## src/lmps_pkg.sv

```systemverilog
// package for the local memory pin sequencer: states, timing, reset values
// assumes a single 10 MHz bus clock feeds every user of these constants
package lmps_pkg;
    localparam int unsigned CLK_PERIOD_NS  = 100;
    localparam int unsigned WR_SETUP_NS    = 100;
    localparam int unsigned WR_SETUP_CYC   =
        (WR_SETUP_NS + CLK_PERIOD_NS - 1) / CLK_PERIOD_NS;
    localparam int unsigned STATIC_ADDR_LO = 2;
    localparam int unsigned STATIC_ADDR_HI = 13;
    localparam int unsigned MUX_W          = 12;
    localparam int unsigned BEAT_W         = 4;
    localparam logic [3:0]  STROBE4_IDLE   = 4'hF;
    localparam logic [7:0]  STROBE8_IDLE   = 8'hFF;
    localparam logic [1:0]  STROBE2_IDLE   = 2'h3;
    localparam logic [11:0] MUX_RESET      = 12'h000;
    localparam logic [3:0]  PAR_RESET      = 4'h0;

    typedef enum logic [1:0] {
        LMPS_ACC_STATIC,
        LMPS_ACC_DRAM,
        LMPS_ACC_REFRESH
    } lmps_acc_t;

    typedef enum logic [2:0] {
        LMPS_IDLE,
        LMPS_S_DATA,
        LMPS_S_WREND,
        LMPS_D_ROW,
        LMPS_D_COL,
        LMPS_D_DONE
    } lmps_state_t;
endpackage

```

## src/lmps_parity.sv

```systemverilog
// per-byte parity generator and checker for the dram data lanes
// assumes data and enables are stable in the cycle they are presented
`timescale 1ns/1ps
module lmps_parity (
    input  wire logic [31:0] data_in,
    input  wire logic [3:0]  lane_en_in,
    input  wire logic        odd_in,
    input  wire logic [3:0]  par_in,
    output logic      [3:0]  par_out,
    output logic             err_out
);
    logic [3:0] mism;
    always_comb begin
        for (int i = 0; i < 4; i++) begin
            par_out[i] = (^data_in[i*8 +: 8]) ^ odd_in;
            // only enabled lanes may flag a mismatch
            mism[i] = lane_en_in[i] & (par_out[i] != par_in[i]);
        end
        err_out = |mism;
    end
endmodule

```

## src/lmps_sequencer.sv

```systemverilog
// local memory pin sequencer: static bank and dram pin timing
// assumes requests are synchronous to clk_in and held until done_out
//
// Functional notes
// - static banks output byte address 13:2
// - static burst advances address each beat
// - dram drives twelve row/column mux bits
// - write data held through strobe rising edge
// - one static write strobe per byte lane
// - row strobe with valid row address, all on refresh
// - row strobe released after last transfer
// - non-interleaved: row strobe k selects bank k
// - static selects exclusive, held whole operation
// - column strobes with column address, all on refresh
// - both dram write enables equal, low on writes
// - parity per byte, error flag next clock
`timescale 1ns/1ps
module lmps_sequencer (
    input  wire logic        clk_in,
    input  wire logic        rst_in,
    input  wire logic        req_in,
    input  wire logic [1:0]  req_kind_in,
    input  wire logic        req_write_in,
    input  wire logic [31:0] req_addr_in,
    input  wire logic [3:0]  byte_lane_enable_n_in,
    input  wire logic [3:0]  req_beats_in,
    input  wire logic        static_bank_in,
    input  wire logic [1:0]  dram_bank_in,
    input  wire logic        interleave_in,
    input  wire logic [11:0] row_addr_in,
    input  wire logic [11:0] col_addr_in,
    input  wire logic        parity_odd_in,
    input  wire logic [31:0] wdata_in,
    input  wire logic [31:0] local_addr_data_in,
    input  wire logic [3:0]  byte_parity_in,
    output logic             done_out,
    output logic             busy_out,
    output logic      [11:0] mem_mux_addr_out,
    output logic      [3:0]  static_write_strobe_n_out,
    output logic      [1:0]  static_bank_select_n_out,
    output logic      [3:0]  row_strobe_n_out,
    output logic      [7:0]  col_strobe_n_out,
    output logic      [1:0]  dram_write_n_out,
    output logic      [31:0] local_addr_data_out,
    output logic             local_addr_data_oe_out,
    output logic      [3:0]  byte_parity_out,
    output logic             byte_parity_oe_out,
    output logic             parity_err_out
);
    typedef struct packed {
        lmps_pkg::lmps_state_t st;
        logic                  wr;
        logic [3:0]            lanes;
        logic [3:0]            beats;
        logic [1:0]            bank;
        logic                  ilv;
        logic [11:0]           col;
        logic                  chk;
        logic                  done;
        logic [11:0]           ma;
        logic [3:0]            mwe_n;
        logic [1:0]            ce_n;
        logic [3:0]            ras_n;
        logic [7:0]            cas_n;
        logic [1:0]            dwe_n;
        logic [31:0]           dout;
        logic                  doe;
        logic [3:0]            pout;
        logic                  poe;
        logic                  perr;
    } lmps_regs_t;

    lmps_regs_t s_reg;
    lmps_regs_t s_next;
    logic [3:0] gen_par;
    logic       chk_err;
    logic [3:0] lane_on;

    assign lane_on = ~byte_lane_enable_n_in;

    // write parity follows the captured word; only the odd/even select comes live from parity_odd_in
    lmps_parity u_par (
        .data_in    (s_reg.chk ? local_addr_data_in : s_reg.dout),
        .lane_en_in (s_reg.lanes),
        .odd_in     (parity_odd_in),
        .par_in     (byte_parity_in),
        .par_out    (gen_par),
        .err_out    (chk_err)
    );

    function automatic logic [3:0] ras_sel(input logic ilv,
                                           input logic [1:0] bank);
        logic [3:0] r;
        r = lmps_pkg::STROBE4_IDLE;
        if (ilv) begin
            // leaf chosen by bank bit 0; bit 1 picks the pair member
            r[{bank[1], bank[0]}] = 1'b0;
        end else begin
            r[bank] = 1'b0;
        end
        return r;
    endfunction

    always_comb begin
        s_next = s_reg;
        s_next.done = 1'b0;
        s_next.chk = 1'b0;
        // error shows the clock after the read data cycle
        s_next.perr = s_reg.chk & chk_err;
        unique case (s_reg.st)
            lmps_pkg::LMPS_IDLE: begin
                if (req_in) begin
                    s_next.wr = req_write_in;
                    s_next.lanes = lane_on;
                    s_next.beats = req_beats_in;
                    s_next.bank = dram_bank_in;
                    s_next.ilv = interleave_in;
                    s_next.col = col_addr_in;
                    s_next.dout = wdata_in;
                    if (req_kind_in == 2'(lmps_pkg::LMPS_ACC_STATIC)) begin
                        s_next.ma = req_addr_in[lmps_pkg::STATIC_ADDR_HI:
                                               lmps_pkg::STATIC_ADDR_LO];
                        s_next.ce_n = static_bank_in ? 2'h1 : 2'h2;
                        s_next.doe = req_write_in;
                        s_next.mwe_n = req_write_in ? ~lane_on
                                     : lmps_pkg::STROBE4_IDLE;
                        s_next.st = lmps_pkg::LMPS_S_DATA;
                    end else if (req_kind_in ==
                                 2'(lmps_pkg::LMPS_ACC_REFRESH)) begin
                        s_next.cas_n = 8'h00;
                        s_next.ras_n = 4'h0;
                        s_next.st = lmps_pkg::LMPS_D_DONE;
                    end else begin
                        s_next.ma = row_addr_in;
                        s_next.ras_n = ras_sel(interleave_in,
                                               dram_bank_in);
                        s_next.st = lmps_pkg::LMPS_D_ROW;
                    end
                end
            end
            lmps_pkg::LMPS_S_DATA: begin
                if (s_reg.wr) begin
                    // strobe rises while data and address still driven
                    s_next.mwe_n = lmps_pkg::STROBE4_IDLE;
                    s_next.st = lmps_pkg::LMPS_S_WREND;
                end else if (s_reg.beats == 4'h0) begin
                    s_next.ce_n = lmps_pkg::STROBE2_IDLE;
                    s_next.done = 1'b1;
                    s_next.st = lmps_pkg::LMPS_IDLE;
                end else begin
                    s_next.beats = s_reg.beats - 4'h1;
                    s_next.ma = s_reg.ma + 12'h001;
                end
            end
            lmps_pkg::LMPS_S_WREND: begin
                if (s_reg.beats == 4'h0) begin
                    s_next.ce_n = lmps_pkg::STROBE2_IDLE;
                    s_next.doe = 1'b0;
                    s_next.done = 1'b1;
                    s_next.st = lmps_pkg::LMPS_IDLE;
                end else begin
                    s_next.beats = s_reg.beats - 4'h1;
                    s_next.ma = s_reg.ma + 12'h001;
                    s_next.dout = wdata_in;
                    s_next.mwe_n = ~s_reg.lanes;
                    s_next.st = lmps_pkg::LMPS_S_DATA;
                end
            end
            lmps_pkg::LMPS_D_ROW: begin
                s_next.ma = s_reg.col;
                s_next.dwe_n = s_reg.wr ? 2'h0 : 2'h3;
                s_next.doe = s_reg.wr;
                s_next.poe = s_reg.wr;
                s_next.pout = gen_par;
                s_next.st = lmps_pkg::LMPS_D_COL;
            end
            lmps_pkg::LMPS_D_COL: begin
                // interleaved: lanes map to 0-3 or 4-7 depending on the leaf; non-interleaved: both halves
                s_next.cas_n = ~((s_reg.ilv && s_reg.bank[0])
                               ? {s_reg.lanes, 4'h0}
                               : (s_reg.ilv ? {4'h0, s_reg.lanes}
                                  : {s_reg.lanes, s_reg.lanes}));
                s_next.chk = ~s_reg.wr;
                s_next.st = lmps_pkg::LMPS_D_DONE;
            end
            lmps_pkg::LMPS_D_DONE: begin
                s_next.ras_n = lmps_pkg::STROBE4_IDLE;
                s_next.cas_n = lmps_pkg::STROBE8_IDLE;
                s_next.dwe_n = lmps_pkg::STROBE2_IDLE;
                s_next.doe = 1'b0;
                s_next.poe = 1'b0;
                s_next.done = 1'b1;
                s_next.st = lmps_pkg::LMPS_IDLE;
            end
        endcase
    end

    always_ff @(posedge clk_in or posedge rst_in) begin
        if (rst_in) begin
            s_reg <= '{st: lmps_pkg::LMPS_IDLE, wr: 1'b0, lanes: 4'h0,
                       beats: 4'h0, bank: 2'h0, ilv: 1'b0, col: 12'h000,
                       chk: 1'b0, done: 1'b0, ma: lmps_pkg::MUX_RESET,
                       mwe_n: lmps_pkg::STROBE4_IDLE,
                       ce_n: lmps_pkg::STROBE2_IDLE,
                       ras_n: lmps_pkg::STROBE4_IDLE,
                       cas_n: lmps_pkg::STROBE8_IDLE,
                       dwe_n: lmps_pkg::STROBE2_IDLE, dout: 32'h0000_0000,
                       doe: 1'b0, pout: lmps_pkg::PAR_RESET, poe: 1'b0,
                       perr: 1'b0};
        end else begin
            s_reg <= s_next;
        end
    end

    assign done_out = s_reg.done;
    assign busy_out = (s_reg.st != lmps_pkg::LMPS_IDLE);
    assign mem_mux_addr_out = s_reg.ma;
    assign static_write_strobe_n_out = s_reg.mwe_n;
    assign static_bank_select_n_out = s_reg.ce_n;
    assign row_strobe_n_out = s_reg.ras_n;
    assign col_strobe_n_out = s_reg.cas_n;
    assign dram_write_n_out = s_reg.dwe_n;
    assign local_addr_data_out = s_reg.dout;
    assign local_addr_data_oe_out = s_reg.doe;
    assign byte_parity_out = s_reg.pout;
    assign byte_parity_oe_out = s_reg.poe;
    assign parity_err_out = s_reg.perr;

    selects_excl_a: assert property (@(posedge clk_in) disable iff (rst_in)
        static_bank_select_n_out != 2'h0)
        else $error("both static selects low");
    wdata_hold_a: assert property (@(posedge clk_in) disable iff (rst_in)
        $rose(&static_write_strobe_n_out) |-> local_addr_data_oe_out)
        else $error("write data dropped before strobe rise");
    strobe_lane_a: assert property (@(posedge clk_in) disable iff (rst_in)
        static_bank_select_n_out != 2'h3 |->
        (~static_write_strobe_n_out & ~s_reg.lanes) == 4'h0)
        else $error("write strobe on disabled lane");
    burst_step_a: assert property (@(posedge clk_in) disable iff (rst_in)
        s_reg.st == lmps_pkg::LMPS_S_WREND && s_reg.beats != 4'h0 |=>
        mem_mux_addr_out == $past(mem_mux_addr_out) + 12'h001)
        else $error("burst address did not advance");
    row_before_col_a: assert property (@(posedge clk_in) disable iff (rst_in)
        s_reg.st == lmps_pkg::LMPS_D_ROW && s_reg.ras_n != 4'hF |=>
        ##1 col_strobe_n_out != 8'hFF)
        else $error("column strobe missing after row");
    ras_release_a: assert property (@(posedge clk_in) disable iff (rst_in)
        s_reg.st == lmps_pkg::LMPS_D_DONE |=>
        row_strobe_n_out == 4'hF && done_out)
        else $error("row strobe not released");
    dwe_equal_a: assert property (@(posedge clk_in) disable iff (rst_in)
        dram_write_n_out[0] == dram_write_n_out[1])
        else $error("dram write enables differ");
    perr_timing_a: assert property (@(posedge clk_in) disable iff (rst_in)
        s_reg.chk && chk_err |=> parity_err_out)
        else $error("parity error not flagged next clock");
    ras_one_a: assert property (@(posedge clk_in) disable iff (rst_in)
        s_reg.st == lmps_pkg::LMPS_D_ROW |-> $onehot(~row_strobe_n_out))
        else $error("row strobe select not one-hot");

    cov_static_wr_c: cover property (@(posedge clk_in)
        s_reg.st == lmps_pkg::LMPS_S_WREND);
    cov_dram_rd_c: cover property (@(posedge clk_in)
        s_reg.st == lmps_pkg::LMPS_D_COL && !s_reg.wr);
    cov_refresh_c: cover property (@(posedge clk_in)
        col_strobe_n_out == 8'h00);
    cov_perr_c: cover property (@(posedge clk_in) parity_err_out);
endmodule

```

## config.mk

```make
export PLATFORM = sky130hd
export DESIGN_NAME = lmps_sequencer
export DESIGN_NICKNAME = d
export VERILOG_FILES = /design/src/lmps_pkg.sv /design/src/lmps_parity.sv /design/src/lmps_sequencer.sv
export SDC_FILE = /design/constraint.sdc
export NUM_CORES = 1
export LEC_CHECK = 0
export BUFFER_PORTS_ARGS = -buffer_cell sky130_fd_sc_hd__clkbuf_2
export CAP_MARGIN = 30
export CORE_MARGIN = 2
export CORE_UTILIZATION = 40
export DETAILED_ROUTE_END_ITERATION = 7
export GPL_ROUTABILITY_DRIVEN = 0
export GPL_TIMING_DRIVEN = 0
export HOLD_SLACK_MARGIN = 0.08
export PLACE_DENSITY = 0.77
export SYNTH_ARGS = -nofsm -noshare
export SYNTH_HDL_FRONTEND = slang
export SYNTH_SLANG_ARGS = --single-unit
```

## constraint.sdc

```tcl
create_clock -name clk_in -period 6.3 [get_ports clk_in]
set_input_delay 0.63 -clock clk_in [delete_from_list [all_inputs] [get_ports clk_in]]
set_output_delay 0.63 -clock clk_in [all_outputs]
set_load 0.05 [all_outputs]
```

## After elaboration in Yosys (flattened, before gate mapping)

Index checks and enable logic that the tools add are counted.
W data, S select, Z words.

- Register bits after elaboration: 100
- Output and inout bits: 73
- Word-level logic and storage cells: 134

- $add $sub $neg: 2
- Order comparisons: 2
- Eq/ne operators: 21
- Mux-type cells: 46
- Bitwise operators: 15
- Reduce and logical (&&, ||, !) cells: 28

Operators with widths:

| kind | number |
|---|---|
| $mux W32 | 2 |
| $pmux W32 S2 | 1 |
| $mux W12 | 4 |
| $pmux W12 S4 | 1 |
| $mux W33 | 1 |
| $reduce_xor A8 Y1 | 4 |
| $mux W30 | 1 |
| $mux W27 | 1 |
| $mux W8 | 3 |
| $pmux W8 S3 | 1 |
| $mux W4 | 5 |
| $ne A2 B2 Y1 const B | 9 |
| $pmux W3 S6 | 1 |
| $pmux W6 S3 | 1 |
| $mux W16 | 1 |
| $not A4 Y4 | 4 |
| $mux W13 | 1 |
| $add A12 B1 Y12 const B | 1 |
| $mux W3 | 4 |
| $pmux W4 S3 | 1 |
| $reduce_and A4 Y1 | 3 |
| $reduce_and A3 Y1 | 3 |
| $reduce_bool A3 Y1 | 3 |
| $mux W2 | 4 |
| 31 further kinds | 54 |

## Longest topological paths before layout

- Depth after elaboration: 9
- Gate-level depth with buffers: 9
- Gate-level depth less buffers: 8

## By module

A second synthesis with hierarchy kept.

- Cells, all modules: 613
- Area total of the unflattened synthesis: 6055.8 um^2

Modules (own cells, without submodules):

| module | instances | cells each | area each (um^2) | sequential area each (um^2) |
|---|---|---|---|---|
| lmps_sequencer | 1 | 568 | 5589.1 | 2476.1 |
| lmps_parity | 1 | 45 | 466.7 | 0.0 |

## Least setup slack after synthesis

No wires, ideal clock.

- Kind: input port to flip-flop
- Start point: input req_kind_in[0]
- End point: register s_reg, in the netlist mem_mux_addr_out[3]
- Arrival: 1.815 ns
- Slack: 4.358 ns
- Cell stages on the path: 7
- Path buffers: 2
- Path through: buf_2 -> nor2_2 -> buf_2 -> mux2i_1 -> nor3_1 -> a211oi_1 -> o22ai_1

- Longest elaborated chain between the ends: 4
- Elaborated cells between the ends (all ways): 7
- Classes of those cells: eq/ne (2); mux (3); reduce/logical (2)

Ends and longest elaborated chain:

| what | RTL line | text |
|---|---|---|
| start: declaration | lmps_sequencer.sv:22 | `input wire logic [1:0] req_kind_in,` |
| $logic_not A2 Y1 | lmps_sequencer.sv:120 | `if (req_kind_in == 2'(lmps_pkg::LMPS_ACC_STATIC)) begin` |
| $mux W12 | lmps_sequencer.sv:120 |  |
| $mux W30 | lmps_sequencer.sv:112 | `if (req_in) begin` |
| $pmux W12 S4 | lmps_sequencer.sv:110 | `unique case (s_reg.st)` |
| end signal: assignment | lmps_sequencer.sv:200 | `s_reg <= '{st: lmps_pkg::LMPS_IDLE, wr: 1'b0, lanes: 4'h0,` |
| end signal: assignment | lmps_sequencer.sv:211 | `s_reg <= s_next;` |
| end: declaration | lmps_sequencer.sv:73 | `lmps_regs_t s_reg;` |

Several ways; a longest one is shown, not always the timed one. The select of a mux whose other input is x is not followed.
A chain may end at the register's enable or synchronous reset.

## Worst setup path after layout

- Start point: register s_reg[98] (netlist name)
- End point: output busy_out

- Longest elaborated chain between the ends: 1

Ends and longest elaborated chain:

| what | RTL line | text |
|---|---|---|
| $reduce_bool A3 Y1 | lmps_sequencer.sv:216 | `assign busy_out = (s_reg.st != lmps_pkg::LMPS_IDLE);` |
| end: declaration | lmps_sequencer.sv:37 | `output logic busy_out,` |

No other way between the ends.

==> out/summary.md <==
The run finished with clean final reports. The tools report the unique cell type count in the Yosys netlist as 54. The largest total area in the synthesized netlist belongs to sky130_fd_sc_hd__dfrtp_1. The analysis attributes to cell leakage a power of 3.724 nW. The all-layer global routing usage was 18.91%; the synthesized netlist cell count was 594. Data on the critical path arrives at its endpoint at 1.53 ns. The multi-input combinational cells in the finished layout cover a total of 2864 um2. The routed via count divided by cell count came out at 5.000. Initial antenna violation count: 0. In the final layout, the share of cells above drive strength 1 is 41.54%. The count of final max-slew check failures came out at 0. After the first detailed-routing iteration, the DRC count stood at 323. The kind of launch point of the worst setup path was a register. In this run the worst hold path is classified as primary input to asynchronous set/reset pin. The HPWL after detailed placement is 11.81 mm, and the total negative slack for setup checks is 0 ns.

The tools report the total number of H-tree levels as 3. The synthesis-to-finish area growth was 25.24%. TritonCTS built the clock tree. The final cycle utilization of the critical path came out at 34.30%. For the count of buffers added by post-CTS timing repair for setup, the log shows 0. For met3 alone, demand over resource in global routing was 3.141%.

The number of global-route vias before repair is 4714. The critical path class is register to primary output. The initialized floorplan defines 44 standard-cell rows. In this run the count of I/O pins placed on the die edge is 216.

The register with the most flip-flops in the layout has 32 of them. The share of synthesized flip-flops with an asynchronous set or reset is 100.0%. The detail route stage leaves a number of antenna-violating nets equal to 0.

The synthesized net count is 739. The required time of the worst setup path was 5.67 ns. For the global-route wire length before repair, the log shows 23.96 mm. Among all stages on the critical path, the largest delay is contributed by sky130_fd_sc_hd__dfrtp_1. Setup repair after global routing left no endpoint under its margin. The placement-stage worst setup slack is 3.933 ns, and the clock-pin slew of the registers on the worst-case setup and hold paths is 0.07 ns. For the pin count of the biggest net entering global routing, the log shows 68. In this run the worst path has a maximum fanout of 6.

Clock tree synthesis found a total of 98 sinks. The worst-case IR drop observed on VDD is 255.3 uV. For this run, the number of Yosys warnings is 0. Summed over all layers, the global routing overflow is 0.

Clock tree synthesis inserted a total of 9 buffers. Post-layout total power: 0.005224 W. Among all cell types in the netlist, the one instantiated most often is sky130_fd_sc_hd__dfrtp_1. At the pin with the least slew margin, the transition time is 0.6410 ns.

Walking the worst path, the cells encountered are nor2_1, nand2_1, clkbuf_2. On the worst path, the slowest cell contributes a delay of 0.47 ns. For this run, global-route usage on met2 was measured as 32.45%.

The worst path in the final design needs a cycle of 2.161 ns, including I/O delays and setup. The top cell type by area accounts for 32.61% of the synthesized area. The peak-usage layer in the global routing report is met2. The initial utilization of the core area, before any placement, comes to 41.40%. The headroom to the max-slew limit was 57.27%.

The tools report the root buffer selected by CTS as sky130_fd_sc_hd__clkbuf_16. Between clock sinks in the finished design, the worst skew comes to 0.01108 ns. The dominant synthesized flop cell was sky130_fd_sc_hd__dfrtp_1. The average cell area after synthesis works out to 10.21 um2. Global routing used 24.25% of the available met1 tracks. The mapped cell area came out at 6062 um2. Setup violations remaining at the end of the flow were counted as 0. From bottom edge to top edge, the die measures 127.1 um.

The worst setup path is captured at a primary output. Cells fill 51.85% of the core in the end. The detailed router placed 4940 vias in this run.

The tools report the number of DRC violations after detailed routing as 0. Counting flops with a built-in enable in the synthesized netlist gives 0. The tools report the largest buffer count on any clock path as 2. Setup slack on the critical path of the routed design comes to 4.139 ns. Worst slack on hold paths: 0.2739 ns. Yosys attributes the largest share of cell area to sky130_fd_sc_hd__dfrtp_1 33%, sky130_fd_sc_hd__buf_4 8.5%, sky130_fd_sc_hd__dfstp_2 8.2%. The first TritonRoute pass finished after 5 iterations. For the number of fill cells in the layout, the log shows 1364.

The floorplan step set the die width to 127.1 um. The run gives 0.4627 GHz as the achievable frequency. By count the netlist is led by 79 x sky130_fd_sc_hd__dfrtp_1, 69 x sky130_fd_sc_hd__buf_4, 46 x sky130_fd_sc_hd__a21oi_1.

The logs give 16160 um2 for the overall die area and 0 for the antenna diode count. The routed length per placed instance works out to 15.39 um. The run gives 944 as the total number of nets in the final design.

The total area inside the core boundary comes to 14640 um2. The power per unit of standard cell area is 688.1 nW/um2. Clock latency on the worst-skew pair, taken at its later pin, is 0.36 ns. The tool flagged a number of max-cap violations equal to 0. Across the whole layout, storage elements account for 2476 um2.

Input and output buffers added on the ports amount to 193. Counting flops and latches in the post-synthesis netlist gives 98. The number of resized instances in the post-cts repair step was 0; the fraction of the yosys area taken by sequential cells was 40.85%.

For this design, the CTS-stage hold fixing added 0 buffers. The logs give 15.21 mm for the final wirelength and 0 for the final hold violation count.
[worst paths after layout]
check | start | to | slack [ns] | cells after the start
worst min-delay path | rst_in | s_reg[81] | 0.27 | 2
worst min register to register | static_write_strobe_n_out[1] | static_write_strobe_n_out[1] | 0.47 | 2
max in group asynchronous | rst_in | row_strobe_n_out[3] | 5.30 | 3
worst max register to register | s_reg[88] | mem_mux_addr_out[3] | 4.17 | 8
worst max-delay path | s_reg[98] | busy_out | 4.14 | 3
min in group clk_in | static_bank_in | static_bank_select_n_out[1] | 0.41 | 2
[power by group]
part / switching, W / total [W] / internal (W) / leakage [nW]
Combinational: 0.00198 / 0.00340 / 0.00142 / 2.43
Clock: 0.000251 / 0.000573 / 0.000322 / 0.151
Sequential: 0.000268 / 0.00126 / 0.000987 / 1.15
[cell usage in the layout (no fill, tap or decap), drive strengths merged, types with 6 or more instances in the layout]
cell    instances
nand2b          6
a211oi         11
xnor2          21
a21oi          46
dfstp          19
o21ai          34
mux2i          27
clkbuf        209
a21o           11
buf            92
dfrtp          79
inv            16
xnor3           9
mux2           46
xor2           24
nor2           37
nor3           19
a31oi           7
nand2          37
[cells by family (layout without fill, tap and decap cells)]
group	Yosys count	count (layout)	share of synthesized area (%)
XOR/XNOR	54	54	9.969
flip-flops	98	98	40.85
AND/OR/NAND/NOR	123	123	9.680
AO/OA/AOI/OAI	133	133	13.19
multiplexers	73	73	13.83
adder cells (fa/ha/maj)	3	3	0.5779
buffers and inverters	110	320	11.91
[worst max-delay path, delay by kind of cell (launching register included)]
family	cells	cell delay, ns
DFF	1	0.47
and+or+nand+nor	2	0.45
buffers and inverters	1	0.25
[metrics by stage]
| stage | cells | instance area (um2) |
|---|---|---|
| after detailed placement | 972 | 7288 |
| after global placement | 971 | 7258 |
| final | 988 | 7592 |
| after floorplan | 594 | 6062 |
| after global routing | 988 | 7592 |
| after CTS | 988 | 7592 |
[area by class of cell]
class,instances,area share (%)
inverters,14,0.7251
clock buffers,11,3.197
repair buffers,194,13.09
plain buffers,96,8.817
well taps,184,3.032
multi-input cells,386,37.72
clock inverters,5,0.8075
flip-flops and latches,98,32.61
[routing by layer]
metal	up-vias	routed length (um)
met5	-	0
met4	0	257
met3	18	882
met2	208	7428
met1	2302	6638
li1	2412	-
Note: power is estimated with default switching activity, not from simulation.
